`config.mk`:
```
export PLATFORM = sky130hd
export DESIGN_NAME = tcs_supervisor
export DESIGN_NICKNAME = d
export VERILOG_FILES = /design/src/design/tcs_supervisor.v /design/src/design/tcs_clamp.v
export VERILOG_INCLUDE_DIRS = /design/src /design/src/design
export SDC_FILE = /design/constraint.sdc
export NUM_CORES = 1
export LEC_CHECK = 0
export BUFFER_PORTS_ARGS = -buffer_cell sky130_fd_sc_hd__buf_2
export CORE_UTILIZATION = 50
export CTS_CLUSTER_SIZE = 24
export DETAILED_ROUTE_END_ITERATION = 10
export PLACE_DENSITY_LB_ADDON = 0.08
export RECOVER_POWER = 100
export SYNTH_ARGS = -nofsm -noshare
export SYNTH_HDL_FRONTEND = slang
export SYNTH_SLANG_ARGS = --single-unit
```
`constraint.sdc`:
```
create_clock -name clk -period 17.82 [get_ports clk]
set_clock_uncertainty 0.1 [all_clocks]
set_input_delay 1.782 -clock clk [delete_from_list [all_inputs] [get_ports clk]]
set_output_delay 1.782 -clock clk [all_outputs]
set_load 0.02 [all_outputs]
```
`src/design/tcs_regs.vh`:
```
`ifndef TCS_REGS_VH
`define TCS_REGS_VH
// register byte offsets
`define TCS_CTRL_ADDR      12'h000
`define TCS_STATUS_ADDR    12'h004
`define TCS_IRQ_ST_ADDR    12'h008
`define TCS_IRQ_MASK_ADDR  12'h00c
`define TCS_THRESH_ADDR    12'h010
`define TCS_MINISLOT_ADDR  12'h014
`define TCS_CYCLE_ADDR     12'h018
`define TCS_SEGMENT_ADDR   12'h01c
`define TCS_NETMGMT_ADDR   12'h020
`define TCS_SLOT_ADDR      12'h024
// ctrl fields
`define TCS_CTRL_EN_BIT    0
// thresh fields
`define TCS_PAS_LSB        0
`define TCS_FAT_LSB        8
// minislot fields
`define TCS_MSLEN_LSB      0
`define TCS_ACTOFS_LSB     8
`define TCS_NMSLOT_LSB     16
// segment fields
`define TCS_STATLEN_LSB    0
`define TCS_IDLE_LSB       16
// cfg range limits
`define TCS_THR_MIN        4'h1
`define TCS_THR_MAX        4'hf
`define TCS_MSLEN_MIN      6'h02
`define TCS_MSLEN_MAX      6'h3f
`define TCS_ACTOFS_MIN     5'h01
`define TCS_ACTOFS_MAX     5'h1f
`define TCS_NMV_MAX        4'hc
`define TCS_IDLE_MIN       10'h002
`define TCS_IDLE_MAX       10'h325
`define TCS_CYC_MIN        14'h000a
`define TCS_CYC_MAX        14'h3e80
// reset values
`define TCS_THRESH_RST     32'h0000_0f0f
`define TCS_MINISLOT_RST   32'h000a_0204
`define TCS_CYCLE_RST      32'h0000_03e8
`define TCS_SEGMENT_RST    32'h000a_0190
`define TCS_NETMGMT_RST    32'h0000_0000
// protocol states
`define TCS_ST_CONFIG      2'h0
`define TCS_ST_ACTIVE      2'h1
`define TCS_ST_PASSIVE     2'h2
`define TCS_ST_HALT        2'h3
// cycle phases
`define TCS_PH_STATIC      2'h0
`define TCS_PH_DYNAMIC     2'h1
`define TCS_PH_SYMBOL      2'h2
`define TCS_PH_IDLE        2'h3
// irq status bits
`define TCS_IRQ_PASSIVE    0
`define TCS_IRQ_HALT       1
`define TCS_IRQ_CYCLE      2
`define TCS_IRQ_CFGERR     3
`define TCS_IRQ_W          4
`endif

```
`src/design/tcs_supervisor.v`:
```
// The APB register port and the register offsets are this design's own decisions.
`include "tcs_regs.vh"

// Functional notes
// - count pairs without correction; active goes passive at passive threshold
// - passive threshold held within 1 to 15 pairs
// - empty minislot advances the slot counter by one
// - dynamic frame starts only in a minislot, may span several
// - dynamic length = minislot length times count, below cycle minus static
// - dynamic frame starts at action point, 1 to 31 macroticks in
// - only static frames carry the netmgmt vector, 0 to 12 bytes
// - no transmission in idle time; clock resync runs there
// - idle time length held within 2 to 805 macroticks
// - count reaching fatal threshold sends active or passive to halt
// - cycle length held within 10 to 16000 macroticks
module tcs_supervisor #(
    parameter SLOTW = 11
) (
    input  wire        clk,
    input  wire        resetn,
    input  wire        clkEn,
    input  wire        mtTick,
    input  wire        pairDone,
    input  wire        corrValid,
    input  wire        dynTxReq,
    input  wire        dynTxBusy,
    input  wire        psel,
    input  wire        penable,
    input  wire        pwrite,
    input  wire [11:0] paddr,
    input  wire [31:0] pwdata,
    output wire [31:0] prdata,
    output wire        pready,
    output wire        pslverr,
    output reg         txAllowed,
    output reg         dynTxStart,
    output reg         staticPhase,
    output reg  [3:0]  netmgmtVecLen,
    output reg         resyncWindow,
    output reg  [SLOTW-1:0] slotId,
    output wire        irq
);
    reg        enable_r;
    reg [31:0] thresh_r;
    reg [31:0] minislot_r;
    reg [31:0] cycle_r;
    reg [31:0] segment_r;
    reg [31:0] netmgmt_r;
    reg [`TCS_IRQ_W-1:0] irqSt_r;
    reg [`TCS_IRQ_W-1:0] irqMask_r;
    reg [31:0] prdata_r;
    reg        rdAck_r;
    reg [1:0]  pocState_r;
    reg [3:0]  missCnt_r;
    reg [1:0]  phase_r;
    reg [13:0] mtCnt_r;
    reg [5:0]  msCnt_r;
    reg [12:0] msIdx_r;
    reg        frameOn_r;
    reg [1:0]  pocState_nxt;

    wire [3:0]  passThr;
    wire [3:0]  fatThr;
    wire [5:0]  msLen;
    wire [4:0]  actOfs;
    wire [9:0]  idleLen;
    wire [13:0] cycLen;
    wire [3:0]  nmvLen;
    wire [4:0]  fixBits;
    wire        ordErr;

    // range limits on every configured timing field except static length and minislot count
    tcs_clamp #(.W(4)) uPas (
        .value  (thresh_r[`TCS_PAS_LSB +: 4]),
        .lo     (`TCS_THR_MIN),
        .hi     (`TCS_THR_MAX),
        .result (passThr),
        .fixed  (fixBits[0])
    );
    tcs_clamp #(.W(4)) uFat (
        .value  (thresh_r[`TCS_FAT_LSB +: 4]),
        .lo     (`TCS_THR_MIN),
        .hi     (`TCS_THR_MAX),
        .result (fatThr),
        .fixed  (fixBits[1])
    );
    tcs_clamp #(.W(6)) uMsl (
        .value  (minislot_r[`TCS_MSLEN_LSB +: 6]),
        .lo     (`TCS_MSLEN_MIN),
        .hi     (`TCS_MSLEN_MAX),
        .result (msLen),
        .fixed  (fixBits[2])
    );
    tcs_clamp #(.W(5)) uAct (
        .value  (minislot_r[`TCS_ACTOFS_LSB +: 5]),
        .lo     (`TCS_ACTOFS_MIN),
        .hi     (`TCS_ACTOFS_MAX),
        .result (actOfs),
        .fixed  (fixBits[3])
    );
    tcs_clamp #(.W(10)) uIdl (
        .value  (segment_r[`TCS_IDLE_LSB +: 10]),
        .lo     (`TCS_IDLE_MIN),
        .hi     (`TCS_IDLE_MAX),
        .result (idleLen),
        .fixed  (fixBits[4])
    );
    tcs_clamp #(.W(14)) uCyc (
        .value  (cycle_r[13:0]),
        .lo     (`TCS_CYC_MIN),
        .hi     (`TCS_CYC_MAX),
        .result (cycLen),
        .fixed  ()
    );

    // netmgmt vector capped at 12 bytes
    assign nmvLen = (netmgmt_r[3:0] > `TCS_NMV_MAX) ?
                    `TCS_NMV_MAX : netmgmt_r[3:0];
    // threshold order check, software is expected to keep it
    assign ordErr = (passThr > fatThr);

    // segment lengths
    wire [13:0] statLen = segment_r[`TCS_STATLEN_LSB +: 14];
    wire [12:0] numMs   = minislot_r[`TCS_NMSLOT_LSB +: 13];
    wire [18:0] dynLen  = msLen * numMs;
    wire [13:0] nitStart = cycLen - {4'h0, idleLen};
    wire        dynFits = ({5'h00, statLen} + dynLen)
                          < {5'h00, cycLen};
    wire        lastMt  = (mtCnt_r == cycLen - 14'h0001);
    wire        dynEnd  = (mtCnt_r == statLen + dynLen[13:0]);

    // apb: writes complete at once, reads after one wait state
    wire        wrEn = psel & penable & pwrite;
    wire        rdEn = psel & penable & ~pwrite;
    wire        rdTake = rdEn & ~rdAck_r;
    reg         mapped;
    // the wait state lets prdata come straight from a flop
    assign pready  = ~rdEn | rdAck_r;
    assign pslverr = psel & penable & ~mapped;
    assign prdata  = prdata_r;
    assign irq     = |(irqSt_r & irqMask_r);

    // address decode and read mux
    reg [31:0] rdVal;
    always @* begin
        mapped = 1'b1;
        rdVal  = 32'h0000_0000;
        case (paddr)
            `TCS_CTRL_ADDR:     rdVal = {31'h0, enable_r};
            `TCS_STATUS_ADDR:   rdVal = {22'h0, ordErr, ~dynFits,
                                         phase_r, missCnt_r, pocState_r};
            `TCS_IRQ_ST_ADDR:   rdVal = {28'h0, irqSt_r};
            `TCS_IRQ_MASK_ADDR: rdVal = {28'h0, irqMask_r};
            // reads return the range-limited settings in force
            `TCS_THRESH_ADDR:   rdVal = {20'h0, fatThr, 4'h0, passThr};
            `TCS_MINISLOT_ADDR: rdVal = {3'h0, numMs, 3'h0, actOfs,
                                         2'h0, msLen};
            `TCS_CYCLE_ADDR:    rdVal = {18'h0, cycLen};
            `TCS_SEGMENT_ADDR:  rdVal = {6'h0, idleLen, 2'h0, statLen};
            `TCS_NETMGMT_ADDR:  rdVal = {28'h0, nmvLen};
            `TCS_SLOT_ADDR:     rdVal = {{(32-SLOTW){1'b0}}, slotId};
            default:            mapped = 1'b0;
        endcase
    end

    // register writes and read data capture
    always @(posedge clk or negedge resetn) begin
        if (!resetn) begin
            enable_r   <= 1'b0;
            thresh_r   <= `TCS_THRESH_RST;
            minislot_r <= `TCS_MINISLOT_RST;
            cycle_r    <= `TCS_CYCLE_RST;
            segment_r  <= `TCS_SEGMENT_RST;
            netmgmt_r  <= `TCS_NETMGMT_RST;
            irqMask_r  <= {`TCS_IRQ_W{1'b0}};
            prdata_r   <= 32'h0000_0000;
            rdAck_r    <= 1'b0;
        end else if (clkEn) begin
            rdAck_r <= rdTake;
            if (rdTake) begin
                prdata_r <= rdVal;
            end
            if (wrEn) begin
                case (paddr)
                    `TCS_CTRL_ADDR:     enable_r   <= pwdata[`TCS_CTRL_EN_BIT];
                    `TCS_IRQ_MASK_ADDR: irqMask_r  <= pwdata[3:0];
                    `TCS_THRESH_ADDR:   thresh_r   <= pwdata & 32'h0000_0f0f;
                    `TCS_MINISLOT_ADDR: minislot_r <= pwdata & 32'h1fff_1f3f;
                    `TCS_CYCLE_ADDR:    cycle_r    <= pwdata & 32'h0000_3fff;
                    `TCS_SEGMENT_ADDR:  segment_r  <= pwdata & 32'h03ff_3fff;
                    `TCS_NETMGMT_ADDR:  netmgmt_r  <= pwdata & 32'h0000_000f;
                    default: ;
                endcase
            end
        end
    end

    // protocol state: passive and halt thresholds on the pair counter
    always @* begin
        pocState_nxt = pocState_r;
        case (pocState_r)
            `TCS_ST_CONFIG: begin
                if (enable_r) begin
                    pocState_nxt = `TCS_ST_ACTIVE;
                end
            end
            `TCS_ST_ACTIVE: begin
                if (missCnt_r >= fatThr) begin
                    pocState_nxt = `TCS_ST_HALT;
                end else if (missCnt_r >= passThr) begin
                    pocState_nxt = `TCS_ST_PASSIVE;
                end
            end
            `TCS_ST_PASSIVE: begin
                if (missCnt_r >= fatThr) begin
                    pocState_nxt = `TCS_ST_HALT;
                end
            end
            `TCS_ST_HALT: begin
                if (!enable_r) begin
                    pocState_nxt = `TCS_ST_CONFIG;
                end
            end
            default: pocState_nxt = `TCS_ST_CONFIG;
        endcase
        if (!enable_r) begin
            pocState_nxt = `TCS_ST_CONFIG;
        end
    end

    // missing-correction pair counter and state register
    always @(posedge clk or negedge resetn) begin
        if (!resetn) begin
            pocState_r <= `TCS_ST_CONFIG;
            missCnt_r  <= 4'h0;
        end else if (clkEn) begin
            pocState_r <= pocState_nxt;
            if (pocState_r == `TCS_ST_CONFIG) begin
                missCnt_r <= 4'h0;
            end else if (pairDone) begin
                if (corrValid) begin
                    missCnt_r <= 4'h0;
                end else if (missCnt_r != 4'hf) begin
                    missCnt_r <= missCnt_r + 4'h1;
                end
            end
        end
    end

    // cycle timebase: static, dynamic, symbol window, idle time
    wire running = (pocState_r == `TCS_ST_ACTIVE) ||
                   (pocState_r == `TCS_ST_PASSIVE);
    wire msLast  = (msCnt_r == msLen - 6'h01);
    // launch decided one macrotick early so it lands on the action point
    wire msAction = (msCnt_r == {1'b0, actOfs} - 6'h01);
    // dynamic numbering restarts from zero; last static id not tracked
    wire [SLOTW-1:0] statLenSlot = {SLOTW{1'b0}};
    always @(posedge clk or negedge resetn) begin
        if (!resetn) begin
            mtCnt_r   <= 14'h0000;
            phase_r   <= `TCS_PH_STATIC;
            msCnt_r   <= 6'h00;
            msIdx_r   <= 13'h0000;
            frameOn_r <= 1'b0;
            slotId    <= {SLOTW{1'b0}};
        end else if (clkEn) begin
            if (!running) begin
                mtCnt_r   <= 14'h0000;
                phase_r   <= `TCS_PH_STATIC;
                msCnt_r   <= 6'h00;
                msIdx_r   <= 13'h0000;
                frameOn_r <= 1'b0;
            end else if (mtTick) begin
                mtCnt_r <= lastMt ? 14'h0000 : mtCnt_r + 14'h0001;
                if (lastMt) begin
                    phase_r <= `TCS_PH_STATIC;
                end else if (mtCnt_r == nitStart - 14'h0001) begin
                    phase_r <= `TCS_PH_IDLE;
                end else if (phase_r == `TCS_PH_DYNAMIC && dynEnd) begin
                    phase_r <= `TCS_PH_SYMBOL;
                end else if (phase_r == `TCS_PH_STATIC &&
                             mtCnt_r == statLen - 14'h0001) begin
                    phase_r   <= (numMs != 13'h0000) ?
                                 `TCS_PH_DYNAMIC : `TCS_PH_SYMBOL;
                    msCnt_r   <= 6'h00;
                    msIdx_r   <= 13'h0000;
                    frameOn_r <= 1'b0;
                    // restarts from zero at the start of the dynamic segment
                    slotId <= statLenSlot;
                end
                if (phase_r == `TCS_PH_DYNAMIC) begin
                    msCnt_r <= msLast ? 6'h00 : msCnt_r + 6'h01;
                    if (msAction && dynTxReq && !frameOn_r) begin
                        frameOn_r <= 1'b1;
                    end
                    if (msLast) begin
                        msIdx_r <= msIdx_r + 13'h0001;
                        // a busy frame holds the slot across minislots
                        if (!(frameOn_r && dynTxBusy)) begin
                            slotId    <= slotId + {{(SLOTW-1){1'b0}}, 1'b1};
                            frameOn_r <= 1'b0;
                        end
                    end
                end
            end
        end
    end
    // transmit gating and resync window
    always @(posedge clk or negedge resetn) begin
        if (!resetn) begin
            txAllowed     <= 1'b0;
            dynTxStart    <= 1'b0;
            staticPhase   <= 1'b0;
            netmgmtVecLen <= 4'h0;
            resyncWindow  <= 1'b0;
        end else if (clkEn) begin
            txAllowed    <= running && phase_r != `TCS_PH_IDLE &&
                            phase_r != `TCS_PH_SYMBOL;
            resyncWindow <= running && phase_r == `TCS_PH_IDLE;
            staticPhase  <= running && phase_r == `TCS_PH_STATIC;
            netmgmtVecLen <= (running && phase_r == `TCS_PH_STATIC) ?
                             nmvLen : 4'h0;
            dynTxStart   <= running && mtTick && dynFits &&
                            phase_r == `TCS_PH_DYNAMIC &&
                            msAction && dynTxReq &&
                            !frameOn_r;
        end
    end

    // sticky events: set beats read-clear
    wire [`TCS_IRQ_W-1:0] evt;
    assign evt[`TCS_IRQ_PASSIVE] = clkEn && pocState_r != `TCS_ST_PASSIVE &&
                                   pocState_nxt == `TCS_ST_PASSIVE;
    assign evt[`TCS_IRQ_HALT]    = clkEn && pocState_r != `TCS_ST_HALT &&
                                   pocState_nxt == `TCS_ST_HALT;
    assign evt[`TCS_IRQ_CYCLE]   = clkEn && running && mtTick && lastMt;
    assign evt[`TCS_IRQ_CFGERR]  = ordErr | (|fixBits) | ~dynFits;
    always @(posedge clk or negedge resetn) begin
        if (!resetn) begin
            irqSt_r <= {`TCS_IRQ_W{1'b0}};
        end else if (clkEn) begin
            if (rdTake && paddr == `TCS_IRQ_ST_ADDR) begin
                irqSt_r <= evt;
            end else begin
                irqSt_r <= irqSt_r | evt;
            end
        end
    end
endmodule // tcs_supervisor

```
`src/design/tcs_clamp.v`:
```
// limits a configuration field to its legal range, flags a fix-up
module tcs_clamp #(
    parameter W = 8
) (
    input  wire [W-1:0] value,
    input  wire [W-1:0] lo,
    input  wire [W-1:0] hi,
    output reg  [W-1:0] result,
    output reg          fixed
);
    // out-of-range values saturate to the nearest bound
    always @* begin
        result = value;
        fixed  = 1'b0;
        if (value < lo) begin
            result = lo;
            fixed  = 1'b1;
        end else if (value > hi) begin
            result = hi;
            fixed  = 1'b1;
        end
    end
endmodule // tcs_clamp

```
==> results.toml <==
[status]
status = "finished, violations left"
violations = "max-capacitance violations, max-slew violations"

[sta]
layout_min_cycle_time_ns = 8.670
hold_violations = 0
maxSlewViolCount = 238
relSlewSlack_pct = -293.1
finalSetupTns_ns = 0
rsz0062_at_grt = "false"
setup_viol = 0
worst_pin_slew_ns = 5.896
fin_crit_sh_pct = 48.65
hold_ws_ns = 0.3760
clock.fmax_ghz = 0.1153

[setup_path]
cp_data_arrival_time_ns = 8.89
worstSetupPathType = "register to register"
crit_family = "compound AO/OA/AOI/OAI gates"
cp-start-kind = "register"
crit_buf_inv = 3
crit_required_ns = 18.04
critPathMaxFanout = 19
startpoint = "minislot_r[3]$_DFFE_PN0P_"
critical_path.max_stage_delay_ns = 0.66
path_cells = "nor4_1 > a21oi_1 > clkbuf_1 > and2_1 > fa_1 > ha_1 > fa_1 > inv_1 > fa_1 > inv_1 > ha_1 > or3_1 > or2_2 > o22ai_1 > o21ai_0 > a31oi_1 > xnor2_1 > ha_1 > or3_1 > a2111oi_0 > o21bai_1 > a211oi_1 > o21a_1 > o21ai_0"
rr_startpoint = "minislot_r[3]$_DFFE_PN0P_"
slowest_stage = "dfrtp_1"
cp-end-kind = "register"

[power_and_ir_drop]
peakVddDrop_mv = 0.05473
p_leak_nw = 6.980
p_per_area_nw_per_um2 = 50.15
clockPowerShare_pct = 48.4
p_total_mw = 0.7602
p_int_mw = 0.5660
power_frac_comb_pct = 3.9
seqPwrFrac_pct = 47.7
swShare_pct = 25.54
switchingPower_mw = 0.1942

[clock_tree]
post-cts-setup-buffers = 0
numCtsBuffers = 17
cts_tree = "yes"
ctsResizeCount = 0
root_buffer = "clkbuf_16"
holdBufCountCts = 0
clock_sinks = 159
htree_levels = 4
clk_latency_ns = 0.44
clk_pin_slew_ns = 0.07
clk_path_buf_depth = 2

[synthesis]
synth.distinct_cells = 82
ys_seq_elements = 159
synth_edf_count = 0
syn_avg_cell_area_um2 = 8.722
yosys_warnings = 0
synth-seq-area-share_pct = 28.66
syn_area_um2 = 13980
synth_ff_type = "dfrtp_1"
async_flop_share_pct = 100.0
synth_cells = 1603

[detailed_routing]
route.antenna.remaining_nets = 0
dr.pass1.iters = 5
drcViolationCount = 0
drt_wl_total_mm = 43.51
vias = 12520
wl_per_cell_um = 21.27
first_iter_violations = 1088
viasPerCell = 6.122

[cells_and_area]
ff_latch_area_um2 = 4008
nFillCells = 2558
syn_to_final_growth_pct = 8.412
postLayoutCellArea_um2 = 15160
drive_gt1_share_pct = 11.06
final_util_pct = 55.78
nNetsFinal = 1854
multi_input_area_um2 = 9117
diodes = 0

[place]
dpl-instance-area_um2 = 14720
hpwl_mm = 33.13
portBuffers = 98
gp_congestion = 0.9651

[floorplan]
io_pins = 109
num_rows = 60
die_y_um = 169.2
start_util_pct = 51.45
core_area_um2 = 27180
die_w_um = 169.2
die_area_um2 = 28640

[global_route]
antenna_found_initial = 0
grt_pass1_vias = 11870
grt.total_usage_pct = 31.28
grt_pass1_wl_mm = 68.35
grt_max_degree = 105
grt_overflow = 0

[worst_hold_path]
hold_start = "prdata[19]$_DFFE_PN0P_"
hold_class = "register to register"

[run]
drv_cap = 5
[path summary, 6_finish.rpt]
| kind | endpoint | slack, ns | cells past startpoint |
|---|---|---|---|
| worst max-delay path | prdata[8]$_DFFE_PN0P_ | 9.15 | 24 |
| worst min-delay path | prdata[19]$_DFFE_PN0P_ | 0.38 | 2 |
| worst max register to register | prdata[8]$_DFFE_PN0P_ | 9.15 | 24 |
| worst min register to register | prdata[19]$_DFFE_PN0P_ | 0.38 | 2 |
| max in group asynchronous | segment_r[6]$_DFFE_PN0P_ | 9.42 | 2 |
| min in group asynchronous | minislot_r[23]$_DFFE_PN0P_ | 3.42 | 1 |
[flip-flops by register name, indices dropped and copies added (netlist names)]
signal	count
slotId	11
segment_r	24
enable_r	1
mtCnt_r	14
txAllowed	1
rdAck_r	1
irqSt_r	4
prdata	27
pocState_r	2
cycle_r	14
missCnt_r	4
netmgmtVecLen	4
netmgmt_r	4
msCnt_r	6
dynTxStart	1
irqMask_r	4
minislot_r	24
phase_r	2
staticPhase	1
frameOn_r	1
resyncWindow	1
thresh_r	8
[metrics by stage]
| stage | std cells | setup WS [ns] |
|---|---|---|
| finish | 2045 | 9.150 |
| global route | 2045 | 7.878 |
| CTS | 2045 | 9.466 |
| detailed placement | 2013 | 9.555 |
| global placement | 2013 | 9.526 |
| floorplan | 1607 | 10.98 |
[per-layer routing]
layer  global-route usage [%]  share of wire (%)  up-vias
met5                        0                  0        -
met4                    11.16                3.4        0
met3                    4.268                6.2       84
met2                    46.27                 43      480
met1                    46.47                 48     6133
li1                         -                  -     5822
[logic make-up after synthesis]
group                      Yosys count  synth area share [%]
and+or+nand+nor                    534                 19.64
AOI/OAI and AO/OA                  393                 18.67
buffers and inverters              210                 6.058
DFF                                159                 28.66
adders and majority gates          139                 14.96
xor gates and xnor gates           103                 6.872
muxes                               64                 5.110
other                                1               0.02682
[power by group through the flow]
stage	clock network (mW)	registers, mW	logic (mW)
final	0.368	0.363	0.0297
after global routing	0.386	0.363	0.0327
after CTS	0.371	0.363	0.0304
after detailed placement	0	0.369	0.0303
after global placement	0	0.369	0.0299
after floorplan	0	0.369	0.0105
[synthesized netlist by cell type, drive strengths merged (17+ instances only)]
| cell type | count | area (um2) |
|---|---|---|
| nand4 | 22 | 137.6 |
| nand2b | 18 | 112.6 |
| dfstp | 23 | 604.3 |
| a22oi | 24 | 180.2 |
| nand2 | 146 | 548.0 |
| nor4 | 26 | 177.7 |
| a21oi | 70 | 361.6 |
| buf | 20 | 133.9 |
| o21a | 17 | 127.6 |
| o31ai | 17 | 127.6 |
| inv | 133 | 499.2 |
| fa | 47 | 940.9 |
| mux2 | 59 | 664.4 |
| nor2 | 83 | 311.6 |
| ha | 92 | 1151 |
| xor2 | 38 | 332.8 |
| nand3 | 41 | 205.2 |
| dfrtp | 136 | 3403 |
| a21o | 18 | 135.1 |
| o21ai | 117 | 585.6 |
| nor3 | 39 | 195.2 |
| nor2b | 27 | 168.9 |
| and2 | 59 | 371.6 |
| xnor2 | 61 | 534.3 |
| clkbuf | 57 | 214.0 |
[cell type report]
type	instances	share of cell area (%)
clock buffer	17	2.806
clock inverter	15	0.9823
inverter	133	3.293
multi-input combinational	1238	60.15
sequential	159	26.44
tap	372	3.071
timing repair buffer	111	3.260
[placed cells by master, fill, tap and decap left out, types with 16 or more instances in the layout]
cell type,count
a21o_1,18
a21oi_1,70
a22oi_1,24
a31oi_1,16
and2_1,56
buf_2,47
clkbuf_1,59
clkbuf_16,17
dfrtp_1,136
dfstp_2,21
fa_1,47
ha_1,92
inv_1,133
mux2_2,59
nand2_1,146
nand2b_1,18
nand3_1,41
nand4_1,22
nor2_1,82
nor2b_1,27
nor3_1,38
nor4_1,26
o21a_1,17
o21ai_0,113
o31ai_1,17
or3_1,16
xnor2_1,61
xor2_1,38
[worst reg2reg max path: cells and delay by family, from the launching register on]
family	cells	cell delay (ns)
AO/OA/AOI/OAI	9	2.90
XOR/XNOR	1	0.12
adder cells (fa/ha/maj)	6	2.32
buffers and inverters	3	0.47
flip-flops	1	0.66
AND/OR/NAND/NOR	5	2.01
Note: power is estimated with default switching activity, not from simulation.
